$ cat config.mk
export PLATFORM = sky130hd
export DESIGN_NAME = pdp_playback_path
export DESIGN_NICKNAME = d
export VERILOG_FILES = /design/src/design/pdp_pkg.sv /design/src/design/pdp_db2lin.sv /design/src/design/pdp_limiter.sv /design/src/design/pdp_playback_path.sv
export SDC_FILE = /design/constraint.sdc
export NUM_CORES = 2
export LEC_CHECK = 0
export BUFFER_PORTS_ARGS = -buffer_cell sky130_fd_sc_hd__buf_4
export CAP_MARGIN = 0
export CORE_MARGIN = 1
export CORE_UTILIZATION = 45
export DETAILED_ROUTE_END_ITERATION = 6
export HOLD_SLACK_MARGIN = 0.05
export PLACE_DENSITY = 0.6
export SLEW_MARGIN = 20
export SYNTH_ARGS = -nofsm -noshare
export SYNTH_HDL_FRONTEND = slang
export SYNTH_HIERARCHICAL = 1
export SYNTH_SLANG_ARGS = --single-unit
$ cat constraint.sdc
create_clock -name aclk -period 25.6 [get_ports aclk]
set_clock_uncertainty 0.05 [all_clocks]
set_input_delay 1.28 -clock aclk [delete_from_list [all_inputs] [get_ports aclk]]
set_output_delay 1.28 -clock aclk [all_outputs]
set_load 0.01 [all_outputs]
$ cat src/design/pdp_pkg.sv
// Shared constants for the playback digital path: register map, fields,
// reset values, gain tables and limiter timing.
// Assumes a single 125 MHz clock and one sample strobe per sample period.
package pdp_pkg;

  // ---------------------------------------------------------------
  // Widths
  // ---------------------------------------------------------------
  localparam int DW      = 24;          // Sample width
  localparam int GW      = 18;          // Linear gain, unity at 2^15
  localparam int ATTW    = 10;          // Attenuation in half-dB steps
  localparam int AW      = 8;           // AXI address bits used
  localparam int UNITY_SH = 15;

  // ---------------------------------------------------------------
  // Register indices; byte address is four times the index
  // ---------------------------------------------------------------
  localparam logic [5:0] IDX_PWR  = 6'h03;
  localparam logic [5:0] IDX_CTRL = 6'h0A;
  localparam logic [5:0] IDX_VOL  = 6'h0B;
  localparam logic [5:0] IDX_LIM1 = 6'h18;
  localparam logic [5:0] IDX_LIM2 = 6'h19;
  localparam logic [5:0] IDX_STAT = 6'h1A;

  // Field positions
  localparam int CTRL_SMUTE = 6;
  localparam int CTRL_ZERO_RUN_MUTE_ENABLE = 2;
  localparam int CTRL_POL   = 0;
  localparam int LIM1_EN    = 8;
  localparam int LIM1_DCY   = 4;
  localparam int LIM1_ATK   = 0;
  localparam int LIM2_LVL   = 4;
  localparam int LIM2_BST   = 0;
  localparam int STAT_ZERO_RUN_MUTE_ENABLE = 0;
  localparam int STAT_ATT   = 8;

  // Reset values
  localparam logic [0:0] PWR_RST  = 1'h0;
  localparam logic [6:0] CTRL_RST = 7'h00;
  localparam logic [7:0] VOL_RST  = 8'hFF;
  localparam logic [8:0] LIM1_RST = 9'h032;
  localparam logic [6:0] LIM2_RST = 7'h00;

  localparam logic [1:0] RESP_OK  = 2'h0;
  localparam logic [1:0] RESP_ERR = 2'h2;

  // ---------------------------------------------------------------
  // Gain arithmetic
  // ---------------------------------------------------------------
  localparam logic [7:0]      VOL_MUTE  = 8'h00;
  localparam logic [7:0]      VOL_FULL  = 8'hFF;
  localparam logic [ATTW:0]   STEPS_6DB = 11'h00C;  // Half-dB steps per 6 dB
  localparam logic [ATTW:0]   BOOST_OFS = 11'h018;  // Headroom for +12 dB
  localparam logic [ATTW-1:0] SM_MAX    = 10'h100;  // Soft mute fully down
  localparam logic [ATTW-1:0] LIM_MAX   = 10'h060;  // Limiter floor, 48 dB
  localparam logic [3:0]      BST_MAX   = 4'hC;
  localparam logic [3:0]      RATE_CAP  = 4'hB;
  localparam logic [2:0]      LVL_CAP   = 3'h5;
  localparam logic [10:0]     ZRUN_LEN  = 11'h400;  // 1024 zero samples

  // 10^(-k/40) in Q1.15, one entry per half-dB within an octave
  localparam logic [15:0] FRAC_TAB [0:11] = '{
    16'h8000, 16'h78D7, 16'h7215, 16'h6BB3, 16'h65AD, 16'h5FFD,
    16'h5A9E, 16'h558C, 16'h50C3, 16'h4C3F, 16'h47FB, 16'h43F4};

  // Magnitudes at -0.5 dB ... -6.5 dB of full scale, 1 dB apart
  localparam logic [22:0] THR_TAB [0:6] = '{
    23'h78D6E3, 23'h6BB32E, 23'h5FFC6D, 23'h558C47,
    23'h4C3E90, 23'h43F3D9, 23'h3C902A};

  // ---------------------------------------------------------------
  // Limiter rates, per 6 dB at the reference sample rate
  // ---------------------------------------------------------------
  localparam longint ATK_BASE_NS = 94000;
  localparam longint DCY_BASE_NS = 750000;
  localparam longint REF_RATE_HZ = 44100;
  localparam longint NS_PER_S    = 1000000000;
  localparam int     FRAC_BITS   = 16;
  localparam logic [19:0] ATK_INC0 = 20'((longint'(12) * (longint'(1) << FRAC_BITS)
                                     * NS_PER_S) / (ATK_BASE_NS * REF_RATE_HZ));
  localparam logic [19:0] DCY_INC0 = 20'((longint'(12) * (longint'(1) << FRAC_BITS)
                                     * NS_PER_S) / (DCY_BASE_NS * REF_RATE_HZ));

endpackage : pdp_pkg

$ cat src/design/pdp_db2lin.sv
// Converts a net attenuation in half-dB steps into a linear gain.
// Purely combinational; the caller registers the product it feeds.
`timescale 1ns/1ps
`default_nettype none
module pdp_db2lin
  import pdp_pkg::*;
(
  input  wire logic signed [ATTW:0] att_net,
  output logic         [GW-1:0]     gain
);

  logic [ATTW:0] e;
  logic [ATTW:0] sh;
  logic [ATTW:0] idx;
  logic [GW-1:0] base;

  // ---------------------------------------------------------------
  // Octave shift plus table fraction
  // ---------------------------------------------------------------
  // Boost is folded in as negative attenuation, so offset first
  always_comb
  begin
    e    = att_net + BOOST_OFS;
    sh   = e / STEPS_6DB;
    idx  = e % STEPS_6DB;
    base = {FRAC_TAB[idx[3:0]], 2'b00};
    if (att_net < -$signed(BOOST_OFS) || sh >= (ATTW+1)'(GW))
      gain = '0;                                  // Beyond range reads as silence
    else
      gain = base >> sh;
  end

endmodule : pdp_db2lin
`default_nettype wire

$ cat src/design/pdp_limiter.sv
// Peak limiter gain tracker: one update per output sample.
// Expects the magnitude of the last limited output sample.
`timescale 1ns/1ps
`default_nettype none
module pdp_limiter
  import pdp_pkg::*;
(
  input  wire logic            aclk,
  input  wire logic            aresetn,
  input  wire logic            tick,
  input  wire logic [22:0]     mag,
  input  wire logic            run,
  input  wire logic            enable,
  input  wire logic [3:0]      atk_code,
  input  wire logic [3:0]      dcy_code,
  input  wire logic [2:0]      lvl_code,
  output logic      [ATTW-1:0] att
);

  logic [ATTW-1:0] att_ff, nxt_att;
  logic [15:0]     acc_ff, nxt_acc;
  logic [2:0]      lvl;
  logic [3:0]      atk_k, dcy_k;
  logic [19:0]     sum;
  logic [ATTW-1:0] steps;

  assign att = att_ff;

  // ---------------------------------------------------------------
  // Attack / decay stepping
  // ---------------------------------------------------------------
  // A fractional accumulator keeps the long codes exact in samples,
  // so every time scales with the sample rate
  always_comb
  begin
    lvl     = (lvl_code > LVL_CAP) ? LVL_CAP : lvl_code;
    atk_k   = (atk_code > RATE_CAP) ? RATE_CAP : atk_code;
    dcy_k   = (dcy_code > RATE_CAP) ? RATE_CAP : dcy_code;
    nxt_att = att_ff;
    nxt_acc = acc_ff;
    sum     = '0;
    steps   = '0;
    if (!run || !enable)
    begin
      nxt_att = '0;
      nxt_acc = '0;
    end
    else if (tick)
    begin
      if (mag > THR_TAB[lvl])
      begin
        sum     = {4'h0, acc_ff} + (ATK_INC0 >> atk_k);
        steps   = ATTW'(sum[19:16]);
        nxt_acc = sum[15:0];
        nxt_att = (att_ff + steps > LIM_MAX) ? LIM_MAX : att_ff + steps;
      end
      else if (mag < THR_TAB[lvl + 3'h1] && att_ff != '0)
      begin
        sum     = {4'h0, acc_ff} + (DCY_INC0 >> dcy_k);
        steps   = ATTW'(sum[19:16]);
        nxt_acc = sum[15:0];
        nxt_att = (att_ff > steps) ? att_ff - steps : '0;
      end
      else
        nxt_acc = '0;
    end
  end

  always_ff @(posedge aclk)
  begin
    if (!aresetn)
    begin
      att_ff <= '0;
      acc_ff <= '0;
    end
    else
    begin
      att_ff <= nxt_att;
      acc_ff <= nxt_acc;
    end
  end

endmodule : pdp_limiter
`default_nettype wire

$ cat src/design/pdp_playback_path.sv
// Playback digital path: AXI4-Lite registers, volume, soft mute,
// limiter, polarity and zero-run mute ahead of the modulator.
// Samples arrive as a one-cycle strobe from logic on the same clock.
`timescale 1ns/1ps
`default_nettype none
module pdp_playback_path
  import pdp_pkg::*;
(
  input  wire logic          aclk,
  input  wire logic          aresetn,
  input  wire logic [AW-1:0] s_axil_awaddr,
  input  wire logic          s_axil_awvalid,
  output logic               s_axil_awready,
  input  wire logic [31:0]   s_axil_wdata,
  input  wire logic [3:0]    s_axil_wstrb,
  input  wire logic          s_axil_wvalid,
  output logic               s_axil_wready,
  output logic [1:0]         s_axil_bresp,
  output logic               s_axil_bvalid,
  input  wire logic          s_axil_bready,
  input  wire logic [AW-1:0] s_axil_araddr,
  input  wire logic          s_axil_arvalid,
  output logic               s_axil_arready,
  output logic [31:0]        s_axil_rdata,
  output logic [1:0]         s_axil_rresp,
  output logic               s_axil_rvalid,
  input  wire logic          s_axil_rready,
  input  wire logic [DW-1:0] playback_data_in,
  input  wire logic          playback_data_valid,
  output logic [DW-1:0]      converter_data_out,
  output logic               converter_data_valid,
  output logic               converter_active,
  output logic               output_mute
);

  // ---------------------------------------------------------------
  // Register file
  // ---------------------------------------------------------------
  logic            pwr_ff,  nxt_pwr;
  logic [6:0]      ctrl_ff, nxt_ctrl;
  logic [7:0]      vol_ff,  nxt_vol;
  logic [8:0]      lim1_ff, nxt_lim1;
  logic [6:0]      lim2_ff, nxt_lim2;
  logic            aw_ff,   nxt_aw;
  logic [5:0]      awi_ff,  nxt_awi;
  logic            w_ff,    nxt_w;
  logic [31:0]     wd_ff,   nxt_wd;
  logic [3:0]      ws_ff,   nxt_ws;
  logic            bv_ff,   nxt_bv;
  logic [1:0]      br_ff,   nxt_br;
  logic            rv_ff,   nxt_rv;
  logic [31:0]     rd_ff,   nxt_rd;
  logic [1:0]      rr_ff,   nxt_rr;
  logic [31:0]     wmask;
  logic [31:0]     merged;
  logic [5:0]      ari;
  logic [ATTW-1:0] lim_att;

  assign s_axil_awready = !aw_ff && !bv_ff;
  assign s_axil_wready  = !w_ff && !bv_ff;
  assign s_axil_bvalid  = bv_ff;
  assign s_axil_bresp   = br_ff;
  assign s_axil_arready = !rv_ff;
  assign s_axil_rvalid  = rv_ff;
  assign s_axil_rdata   = rd_ff;
  assign s_axil_rresp   = rr_ff;

  // Address and data are latched separately, so either may come first
  always_comb
  begin
    nxt_pwr  = pwr_ff;
    nxt_ctrl = ctrl_ff;
    nxt_vol  = vol_ff;
    nxt_lim1 = lim1_ff;
    nxt_lim2 = lim2_ff;
    nxt_aw   = aw_ff;
    nxt_awi  = awi_ff;
    nxt_w    = w_ff;
    nxt_wd   = wd_ff;
    nxt_ws   = ws_ff;
    nxt_bv   = bv_ff;
    nxt_br   = br_ff;
    nxt_rv   = rv_ff;
    nxt_rd   = rd_ff;
    nxt_rr   = rr_ff;
    wmask    = {{8{ws_ff[3]}}, {8{ws_ff[2]}}, {8{ws_ff[1]}}, {8{ws_ff[0]}}};
    merged   = '0;
    ari      = s_axil_araddr[AW-1:2];
    if (s_axil_awvalid && s_axil_awready)
    begin
      nxt_aw  = 1'b1;
      nxt_awi = s_axil_awaddr[AW-1:2];
    end
    if (s_axil_wvalid && s_axil_wready)
    begin
      nxt_w  = 1'b1;
      nxt_wd = s_axil_wdata;
      nxt_ws = s_axil_wstrb;
    end
    // Commit once both halves are held; the response follows a cycle later
    if (aw_ff && w_ff)
    begin
      nxt_aw = 1'b0;
      nxt_w  = 1'b0;
      nxt_bv = 1'b1;
      nxt_br = RESP_OK;
      case (awi_ff)
        IDX_PWR:
        begin
          merged  = (wd_ff & wmask) | ({31'h0, pwr_ff} & ~wmask);
          nxt_pwr = merged[0];
        end
        IDX_CTRL:
        begin
          merged   = (wd_ff & wmask) | ({25'h0, ctrl_ff} & ~wmask);
          nxt_ctrl = merged[6:0];
        end
        IDX_VOL:
        begin
          merged  = (wd_ff & wmask) | ({24'h0, vol_ff} & ~wmask);
          nxt_vol = merged[7:0];
        end
        IDX_LIM1:
        begin
          merged   = (wd_ff & wmask) | ({23'h0, lim1_ff} & ~wmask);
          nxt_lim1 = merged[8:0];
        end
        IDX_LIM2:
        begin
          merged   = (wd_ff & wmask) | ({25'h0, lim2_ff} & ~wmask);
          nxt_lim2 = merged[6:0];
        end
        IDX_STAT: nxt_br = RESP_OK;              // Read-only, write ignored
        default:  nxt_br = RESP_ERR;
      endcase
    end
    if (bv_ff && s_axil_bready)
      nxt_bv = 1'b0;
    if (s_axil_arvalid && s_axil_arready)
    begin
      nxt_rv = 1'b1;
      nxt_rr = RESP_OK;
      case (ari)
        IDX_PWR:  nxt_rd = {31'h0, pwr_ff};
        IDX_CTRL: nxt_rd = {25'h0, ctrl_ff};
        IDX_VOL:  nxt_rd = {24'h0, vol_ff};
        IDX_LIM1: nxt_rd = {23'h0, lim1_ff};
        IDX_LIM2: nxt_rd = {25'h0, lim2_ff};
        IDX_STAT: nxt_rd = {14'h0, lim_att, 7'h00, output_mute};
        default:
        begin
          nxt_rd = '0;
          nxt_rr = RESP_ERR;
        end
      endcase
    end
    else if (rv_ff && s_axil_rready)
      nxt_rv = 1'b0;
  end

  always_ff @(posedge aclk)
  begin
    if (!aresetn)
    begin
      pwr_ff  <= PWR_RST;
      ctrl_ff <= CTRL_RST;
      vol_ff  <= VOL_RST;
      lim1_ff <= LIM1_RST;
      lim2_ff <= LIM2_RST;
      aw_ff   <= 1'b0;
      awi_ff  <= '0;
      w_ff    <= 1'b0;
      wd_ff   <= '0;
      ws_ff   <= '0;
      bv_ff   <= 1'b0;
      br_ff   <= RESP_OK;
      rv_ff   <= 1'b0;
      rd_ff   <= '0;
      rr_ff   <= RESP_OK;
    end
    else
    begin
      pwr_ff  <= nxt_pwr;
      ctrl_ff <= nxt_ctrl;
      vol_ff  <= nxt_vol;
      lim1_ff <= nxt_lim1;
      lim2_ff <= nxt_lim2;
      aw_ff   <= nxt_aw;
      awi_ff  <= nxt_awi;
      w_ff    <= nxt_w;
      wd_ff   <= nxt_wd;
      ws_ff   <= nxt_ws;
      bv_ff   <= nxt_bv;
      br_ff   <= nxt_br;
      rv_ff   <= nxt_rv;
      rd_ff   <= nxt_rd;
      rr_ff   <= nxt_rr;
    end
  end

  // ---------------------------------------------------------------
  // Gain: volume, soft mute, limiter and boost in one dB sum
  // ---------------------------------------------------------------
  logic                   run;
  logic [ATTW-1:0]        sm_ff, nxt_sm;
  logic [3:0]             bst;
  logic signed [ATTW:0]   att_net;
  logic [GW-1:0]          gain;
  logic                   gain_zero;

  assign run = pwr_ff;
  assign bst = (lim2_ff[LIM2_BST +: 4] > BST_MAX) ? BST_MAX : lim2_ff[LIM2_BST +: 4];

  always_comb
  begin
    nxt_sm = sm_ff;
    if (!run)
      nxt_sm = ctrl_ff[CTRL_SMUTE] ? SM_MAX : '0;
    else if (playback_data_valid && ctrl_ff[CTRL_SMUTE] && sm_ff != SM_MAX)
      nxt_sm = sm_ff + 1'b1;
    else if (playback_data_valid && !ctrl_ff[CTRL_SMUTE] && sm_ff != '0)
      nxt_sm = sm_ff - 1'b1;
  end

  always_ff @(posedge aclk)
  begin
    if (!aresetn)
      sm_ff <= '0;
    else
      sm_ff <= nxt_sm;
  end

  // half-dB volume steps
  // Boost counts twice since it is set in whole dB
  assign att_net = $signed({1'b0, 10'(VOL_FULL - vol_ff)})
                 + $signed({1'b0, sm_ff}) + $signed({1'b0, lim_att})
                 - $signed({6'h00, bst, 1'b0});
  assign gain_zero = (vol_ff == VOL_MUTE) || (sm_ff == SM_MAX);

  pdp_db2lin u_db2lin (
    .att_net (att_net),
    .gain    (gain)
  );

  // ---------------------------------------------------------------
  // Sample path and zero-run mute
  // ---------------------------------------------------------------
  logic [DW-1:0]          out_ff, nxt_out;
  logic                   ov_ff,  nxt_ov;
  logic [10:0]            zc_ff,  nxt_zc;
  logic signed [DW+GW:0]  prod;
  logic signed [DW+GW:0]  scaled;
  logic signed [DW-1:0]   sat;
  logic [22:0]            mag;

  localparam logic signed [DW-1:0] SMAX = {1'b0, {(DW-1){1'b1}}};
  localparam logic signed [DW-1:0] SMIN = {1'b1, {(DW-1){1'b0}}};

  // volume and limiter ahead of modulation
  // full 24-bit result, saturated not wrapped
  always_comb
  begin
    prod   = $signed(playback_data_in) * $signed({1'b0, gain});
    scaled = prod >>> UNITY_SH;
    if (gain_zero)
      sat = '0;
    else if (scaled > (DW+GW+1)'(SMAX))
      sat = SMAX;
    else if (scaled < (DW+GW+1)'(SMIN))
      sat = SMIN;
    else
      sat = scaled[DW-1:0];
    nxt_ov  = run && playback_data_valid;
    nxt_out = out_ff;
    if (!run)
      nxt_out = '0;
    else if (playback_data_valid)
      nxt_out = (ctrl_ff[CTRL_POL] && sat != SMIN) ? -sat :
                (ctrl_ff[CTRL_POL] ? SMAX : sat);
    nxt_zc = zc_ff;
    if (!run)
      nxt_zc = '0;
    else if (playback_data_valid && playback_data_in != '0)
      nxt_zc = '0;
    else if (playback_data_valid && zc_ff != ZRUN_LEN)
      nxt_zc = zc_ff + 1'b1;
  end

  always_ff @(posedge aclk)
  begin
    if (!aresetn)
    begin
      out_ff <= '0;
      ov_ff  <= 1'b0;
      zc_ff  <= '0;
    end
    else
    begin
      out_ff <= nxt_out;
      ov_ff  <= nxt_ov;
      zc_ff  <= nxt_zc;
    end
  end

  assign converter_data_out   = out_ff;
  assign converter_data_valid = ov_ff;
  assign converter_active     = run;
  assign output_mute = ctrl_ff[CTRL_ZERO_RUN_MUTE_ENABLE] && (zc_ff == ZRUN_LEN);

  // Level seen by the limiter is the magnitude just sent out
  assign mag = (out_ff == SMIN) ? 23'h7FFFFF : out_ff[DW-1] ? 23'(~out_ff + 1'b1) : out_ff[22:0];

  pdp_limiter u_limiter (
    .aclk     (aclk),
    .aresetn  (aresetn),
    .tick     (ov_ff),
    .mag      (mag),
    .run      (run),
    .enable   (lim1_ff[LIM1_EN]),
    .atk_code (lim1_ff[LIM1_ATK +: 4]),
    .dcy_code (lim1_ff[LIM1_DCY +: 4]),
    .lvl_code (lim2_ff[LIM2_LVL +: 3]),
    .att      (lim_att)
  );

endmodule : pdp_playback_path
`default_nettype wire

# After elaboration in Yosys (flattened, before gate mapping)

Memory sizes are Yosys's and may differ from the RTL's.
Cells that the tools add are included.
W data, S select, Z words.

Bits in registers: 161
Memories: 3
Bits of input ports: 84
Bits in read-only memories: 624
Word-level logic and storage cells: 177
Output and inout bits: 68

Shifts and indexed selects: 3
Eq/ne operators: 19
Add/subtract/negate cells: 15
Muxes and demuxes: 33
$lt $le $gt $ge: 15
Divide/modulo/power cells: 2
Multipliers: 1
Reduce and logical (&&, ||, !) cells: 47
Bitwise logic cells: 18

Memories:

| name             | words | bits a word | read ports | clocked after memory_dff | write ports | RTL line          | text |
|---|---|---|---|---|---|---|---|
| (name not given) | 16    | 16          | 1          | 0                        | 0           | pdp_db2lin.sv:26  | `base = {FRAC_TAB[idx[3:0]], 2'b00};` |
| (name not given) | 8     | 23          | 1          | 0                        | 0           | pdp_limiter.sv:50 | `if (mag > THR_TAB[lvl])` |
| (name not given) | 8     | 23          | 1          | 0                        | 0           | pdp_limiter.sv:57 | `else if (mag < THR_TAB[lvl + 3'h1] && att_ff != '0)` |

Operators with widths:

| cell                    | number |
|---|---|
| $mux W23                | 6 |
| $mux W24                | 5 |
| $pmux W18 S6            | 1 |
| $mux W10                | 7 |
| $mux W16                | 4 |
| $mul A24 B19 Y43        | 1 |
| $add A16 B20 Y20        | 2 |
| $eq A6 B5 Y1 const B    | 6 |
| $gt A28 B24 Y1 const B  | 1 |
| $lt A28 B24 Y1 const B  | 1 |
| $eq A24 B24 Y1 const B  | 1 |
| $eq A6 B4 Y1 const B    | 4 |
| $ne A24 B24 Y1 const B  | 1 |
| $neg A24 Y24            | 1 |
| $reduce_bool A24 Y1     | 1 |
| $add A23 B1 Y23 const B | 1 |
| $gt A23 B23 Y1          | 1 |
| $lt A23 B23 Y1          | 1 |
| $not A23 Y23            | 1 |
| $reduce_bool A10 Y1     | 2 |
| $shr A15 B4 Y20 const A | 1 |
| $shr A18 B4 Y20 const A | 1 |
| $and A9 B9 Y9           | 2 |
| $logic_and A1 B1 Y1     | 18 |
| 53 further kinds        | 83 |

# Logic depth before layout (Yosys ltp)

Depth in word-level cells: 20
Depth in mapped cells: 67
Depth with buffers taken out: 61

# Cells and area by module

Netlist, hierarchy kept.

By module, submodules not included:

| module            | instances | sequential area each (µm²) | cells an instance | area each (µm²) |
|---|---|---|---|---|
| pdp_playback_path | 1         | 2382.3                     | 2852              | 24305.8 |
| pdp_limiter       | 1         | 520.5                      | 716               | 5173.7 |
| pdp_db2lin        | 1         | 0.0                        | 493               | 3301.9 |

# Worst setup path before layout

OpenSTA, ideal clock, no wires.

Path kind: register -> register
Start point: reg u_limiter.att_ff[2], in the netlist u_limiter/att[2]
End point: reg out_ff[6], in the netlist converter_data_out[6]
Arrival: 15705 ps
Required time: 25432 ps
Buffers on the path: 7
Period minus slack after synthesis: 15872 ps
Setup time: 118 ps
Path slack: 9728 ps
Stages on the path, launching flop included: 61
Cells stage by stage: dfxtp_1 inv_1 fa_1 inv_1 fa_1 inv_1 fa_1 xnor2_1 buf_2 inv_1 clkbuf_1 buf_1 ha_1 buf_6 nor3b_1 mux2i_1 a211oi_4 mux2i_1 [... 25 more ...] a21o_1 a2111oi_0 o21ai_0 mux2i_1 o21ai_2 a21oi_2 a21oi_2 buf_2 nor2_1 a21oi_1 ha_1 inv_1 nor3_2 nand4_1 a2bb2oi_2 o21ai_2 or4_1 o2111a_1

Word-level cells in the longest chain between the ends: 18
Elaborated cells between the ends (all ways): 25
Classes of those cells: 4 x add/sub; 1 x mul; 2 x div; 4 x order compare; 1 x eq/ne; 1 x shift; 8 x mux; 1 x bitwise; 2 x reduce/logical; 1 x memory

RTL lines:

| item                                                                 | RTL line                 | text |
|---|---|---|
| start, declared                                                      | pdp_limiter.sv:20        | `logic [ATTW-1:0] att_ff, nxt_att;` |
| start signal, assigned                                               | pdp_limiter.sv:78        | `att_ff <= nxt_att;` |
| $add A11 B11 Y11 *                                                   | pdp_playback_path.sv:236 | `+ $signed({1'b0, sm_ff}) + $signed({1'b0, lim_att})` |
| $sub A11 B6 Y11 *                                                    | pdp_playback_path.sv:237 | `- $signed({6'h00, bst, 1'b0});` |
| net att_net[3]                                                       | pdp_playback_path.sv:207 | `logic signed [ATTW:0] att_net;` |
| $add A11 B5 Y11                                                      | pdp_db2lin.sv:23         | `e = att_net + BOOST_OFS;` |
| $mod A11 B4 Y11                                                      | pdp_db2lin.sv:25         | `idx = e % STEPS_6DB;` |
| $not A4 Y5 (not written as such)                                     | pdp_db2lin.sv:26         |  |
| $mem_v2 Z16 W16                                                      | --                       |  |
| $mux W16 (not written as such) (2 in series)                         | pdp_db2lin.sv:26         |  |
| [... 2 more ...]                                                     | --                       |  |
| net gain[1]                                                          | pdp_playback_path.sv:208 | `logic [GW-1:0] gain;` |
| $mul A24 B19 Y43 *                                                   | pdp_playback_path.sv:263 | `prod = $signed(playback_data_in) * $signed({1'b0, gain});` |
| $lt A28 B24 Y1                                                       | pdp_playback_path.sv:269 | `else if (scaled < (DW+GW+1)'(SMIN))` |
| $mux W24                                                             | pdp_playback_path.sv:269 |  |
| $mux W24 *                                                           | pdp_playback_path.sv:267 | `else if (scaled > (DW+GW+1)'(SMAX))` |
| $mux W24 *                                                           | pdp_playback_path.sv:265 | `if (gain_zero)` |
| parallel branches: the longest is 2 deep, another holds $neg A24 Y24 | --                       |  |
| $mux W24 *                                                           | pdp_playback_path.sv:278 | `nxt_out = (ctrl_ff[CTRL_POL] && sat != SMIN) ? -sat :` |
| end signal, assigned                                                 | pdp_playback_path.sv:299 | `out_ff <= nxt_out;` |
| end, declared                                                        | pdp_playback_path.sv:248 | `logic [DW-1:0] out_ff, nxt_out;` |

Mark *: on every way through the listed nets, which the timed path passes. The select of a mux whose other input is x is not followed.
A chain may end at the register's enable or synchronous reset.

# Final worst setup path

Start point: reg u_limiter.att_ff[4], in the netlist u_limiter/att[4]
End point: reg out_ff[3], in the netlist converter_data_out[3]

Same word-level chain as after synthesis.

==> impl_metrics.env <==
export IMPL_finalHoldViolCount=0
export IMPL_reg2regPathDepth=58
export IMPL_hold_path_cell_count=2
export IMPL_leakage_nw=16.5
export IMPL_hold_path_class="reg2reg"
export IMPL_vias_per_cell=5.60
export IMPL_final_cells=4969
export IMPL_fin_crit_sh_pct=71.3
export IMPL_period_minus_slack_ps=18260
export IMPL_ys_warn_count=6
export IMPL_grt_pass1_wl_um=150000
export IMPL_endpoint_kind="flop"
export IMPL_status="finished, final reports clean"
export IMPL_synthTopCellsByArea="fa_1 27%, ha_1 9.2%, dfxtp_1 8.9%"
export IMPL_start_util_pct=45.7
export IMPL_async_reset_ff_share_pct=0
export IMPL_cts_root_buf="clkbuf_16"
export IMPL_synth_top_area_share_pct=27.1
export IMPL_ir_drop_v=0.0000503
export IMPL_pin_count=152
export IMPL_dpl_hpwl_um=69100
export IMPL_dominantRegCellSynth="dfxtp_1"
export IMPL_startpoint_type="flop"
export IMPL_synthAdderAreaFrac_pct=36.4
export IMPL_synth_compound_area_share_pct=16.8
export IMPL_coreArea_sq_um=71700
export IMPL_synth_edff_count=0
export IMPL_fillers=7173
export IMPL_grt_setup_unrepaired="false"
export IMPL_seq_power_share_pct=32.7
export IMPL_setup_tns_ps=0
export IMPL_cts_tree="built"
export IMPL_io_buffers=106
export IMPL_area_delta_synth_final_pct=5.87
export IMPL_dp_cells=4937
export IMPL_wire_per_inst_um=18.4
export IMPL_drv_slew=0
export IMPL_cpMaxStageDelayCell="fa_1"
export IMPL_critPathKind="reg2reg"
export IMPL_synth_top_family_by_area="adder cells"
export IMPL_intPower_w=0.000445
export IMPL_worstSkewPairLatency_ps=440
export IMPL_cts_hold_fix_buffers=0
export IMPL_p_switching_w=0.000263
export IMPL_synth_xor_area_share_pct=3.41
export IMPL_gr_total_overflow=0
export IMPL_syn_avg_cell_area_sq_um=8.07
export IMPL_antenna_cells_inserted=0
export IMPL_relSlewSlack_pct=25.6
export IMPL_cp_max_fo=24
export IMPL_rows=98
export IMPL_maxCapViolCount=0
export IMPL_antenna_found_initial=2
export IMPL_die_y_um=272
export IMPL_hold_worst_slack_ps=414
export IMPL_critPathArrivalTime_ps=18560
export IMPL_final_nets=4776
export IMPL_fmax_mhz=54.8
export IMPL_ant_nets=0
export IMPL_drt_first_iter_violations=2294
export IMPL_grtUsageTotal_pct=25.1
export IMPL_pwr_share_clk_pct=36.1
export IMPL_grt_pass1_vias=27700
export IMPL_ys_seq_elements=145
export IMPL_dr_total_vias=27800
export IMPL_cts_sinks=145
export IMPL_cts_clk_slew_worst_paths_ps=70
export IMPL_p_total_w=0.000708
export IMPL_power_density_nw_per_um2=20.4
export IMPL_yosys_area_top_type="fa_1"
export IMPL_tightest_slew_ps=1110
export IMPL_grt_max_degree=88
export IMPL_die_x_um=272
export IMPL_drt_pass1_iter_count=6
export IMPL_sw_frac_of_total_pct=37.1
export IMPL_clock_path_buffers=2
export IMPL_synth_distinct_cells=128
export IMPL_syn_instance_count=4061
export IMPL_gp_congestion=0.930
export IMPL_drive_gt1_share_pct=7.04
export IMPL_max_stage_delay_ps=950
export IMPL_cts_setup_buffers=0
export IMPL_p_comb_share_pct=31.2
export IMPL_cts_resized=0
export IMPL_ys_seq_area_share_pct=8.85
export IMPL_synthMuxAreaShare_pct=2.56
export IMPL_setup_violations_final=0
export IMPL_yosys_area_share_simple_pct=21.2
export IMPL_h_tree_depth=4
export IMPL_drcViolationCount=0
export IMPL_die_area_sq_um=73900
export IMPL_finalWirelength_um=91400
export IMPL_numCtsBuffers=17
export IMPL_syn_cell_area_sq_um=32800
export IMPL_cp_data_required_time_ps=25900
metrics by stage:
| stage | instance area, sq um | util [%] | setup slack (ps) |
|---|---|---|---|
| after floorplan | 32800 | - | 9730 |
| after global placement | 34100 | 47.5 | 7370 |
| after detailed placement | 34100 | 47.5 | 7360 |
| after CTS | 34700 | 48.4 | 7290 |
| after global routing | 34700 | 48.4 | 5970 |
| final | 34700 | 48.4 | 7340 |
cell usage in the layout (no fill, tap or decap), drive strengths merged, types with 72 or more instances in the layout:
cell type / instances
o21ai: 153
dfxtp: 145
inv: 676
and2: 296
buf: 139
ha: 242
nand2: 440
nor2: 208
fa: 444
nor2b: 72
a21oi: 172
synthesized netlist by cell type (17+ instances only):
master,count
nand2_1,437
a21boi_0,29
inv_1,665
nand4_1,38
nand3_1,70
and3_1,17
buf_4,22
ha_1,242
xnor2_1,64
a31oi_1,25
fa_1,444
dfxtp_1,145
xor2_1,55
nor2_1,207
o21ai_0,143
o22ai_1,18
nor3_1,62
nor2b_1,72
o21a_1,26
a211oi_1,41
clkbuf_1,160
o21bai_1,18
a21oi_1,164
o211ai_1,29
a21o_1,27
buf_2,25
and2_1,292
nor4_1,26
a22oi_1,17
mux2i_1,71
o31ai_1,26
nand2b_1,32
critical path, delay by kind of cell (launching register included):
family	cells	cell delay, ps
compound gates	23	5930
fa+ha+maj	11	5740
simple gates	9	2440
mux	5	1320
buf+inv	9	1230
xor+xnor	1	810
flops	1	590
power by group through the flow:
stage / logic, W / registers, W / clock network (W)
6_report: 0.000221 / 0.000231 / 0.000256
4_1_cts: 0.000221 / 0.000231 / 0.000260
5_1_grt: 0.000248 / 0.000232 / 0.000271
3_3_place_gp: 0.000219 / 0.000236 / 0
3_5_place_dp: 0.000220 / 0.000237 / 0
2_1_floorplan: 0.000161 / 0.000235 / 0
path summary, 6_finish.rpt:
path / from / end / slack [ps]
setup reg to reg: u_limiter/att[4]$_SDFFE_PP0P_ / converter_data_out[3]$_SDFFE_PN0P_ / 7340
setup / recovery: u_limiter/att[4]$_SDFFE_PP0P_ / converter_data_out[3]$_SDFFE_PN0P_ / 7340
hold / removal: s_axil_rdata[10]$_SDFFE_PN0P_ / s_axil_rdata[10]$_SDFFE_PN0P_ / 410
hold reg to reg: s_axil_rdata[10]$_SDFFE_PN0P_ / s_axil_rdata[10]$_SDFFE_PN0P_ / 410
routing by layer:
metal,GRT usage [%],vias to the layer above,share of wire (%)
li1,-,13200,-
met1,34.4,13800,45
met2,43.0,737,49
met3,2.21,120,4.5
met4,5.63,0,2.1
met5,0,-,0
final cells by class:
cell class | instances | area, sq um | area share [%]
clock buffer | 18 | 439 | 1.27
inverter | 667 | 2500 | 7.21
clock inverter | 14 | 158 | 0.454
multi-input combinational | 3036 | 26500 | 76.3
tap | 950 | 1190 | 3.42
sequential | 145 | 2900 | 8.36
timing repair buffer | 139 | 1040 | 3.01
kinds of logic (layout without fill, tap and decap cells):
group,Yosys count,count (layout)
fa+ha+maj,686,686
xor+xnor,123,123
other cells,1,16
mux,82,82
compound gates,771,771
simple gates,1358,1358
flops,145,145
buf+inv,895,838
Note: power is estimated with default switching activity, not from simulation.
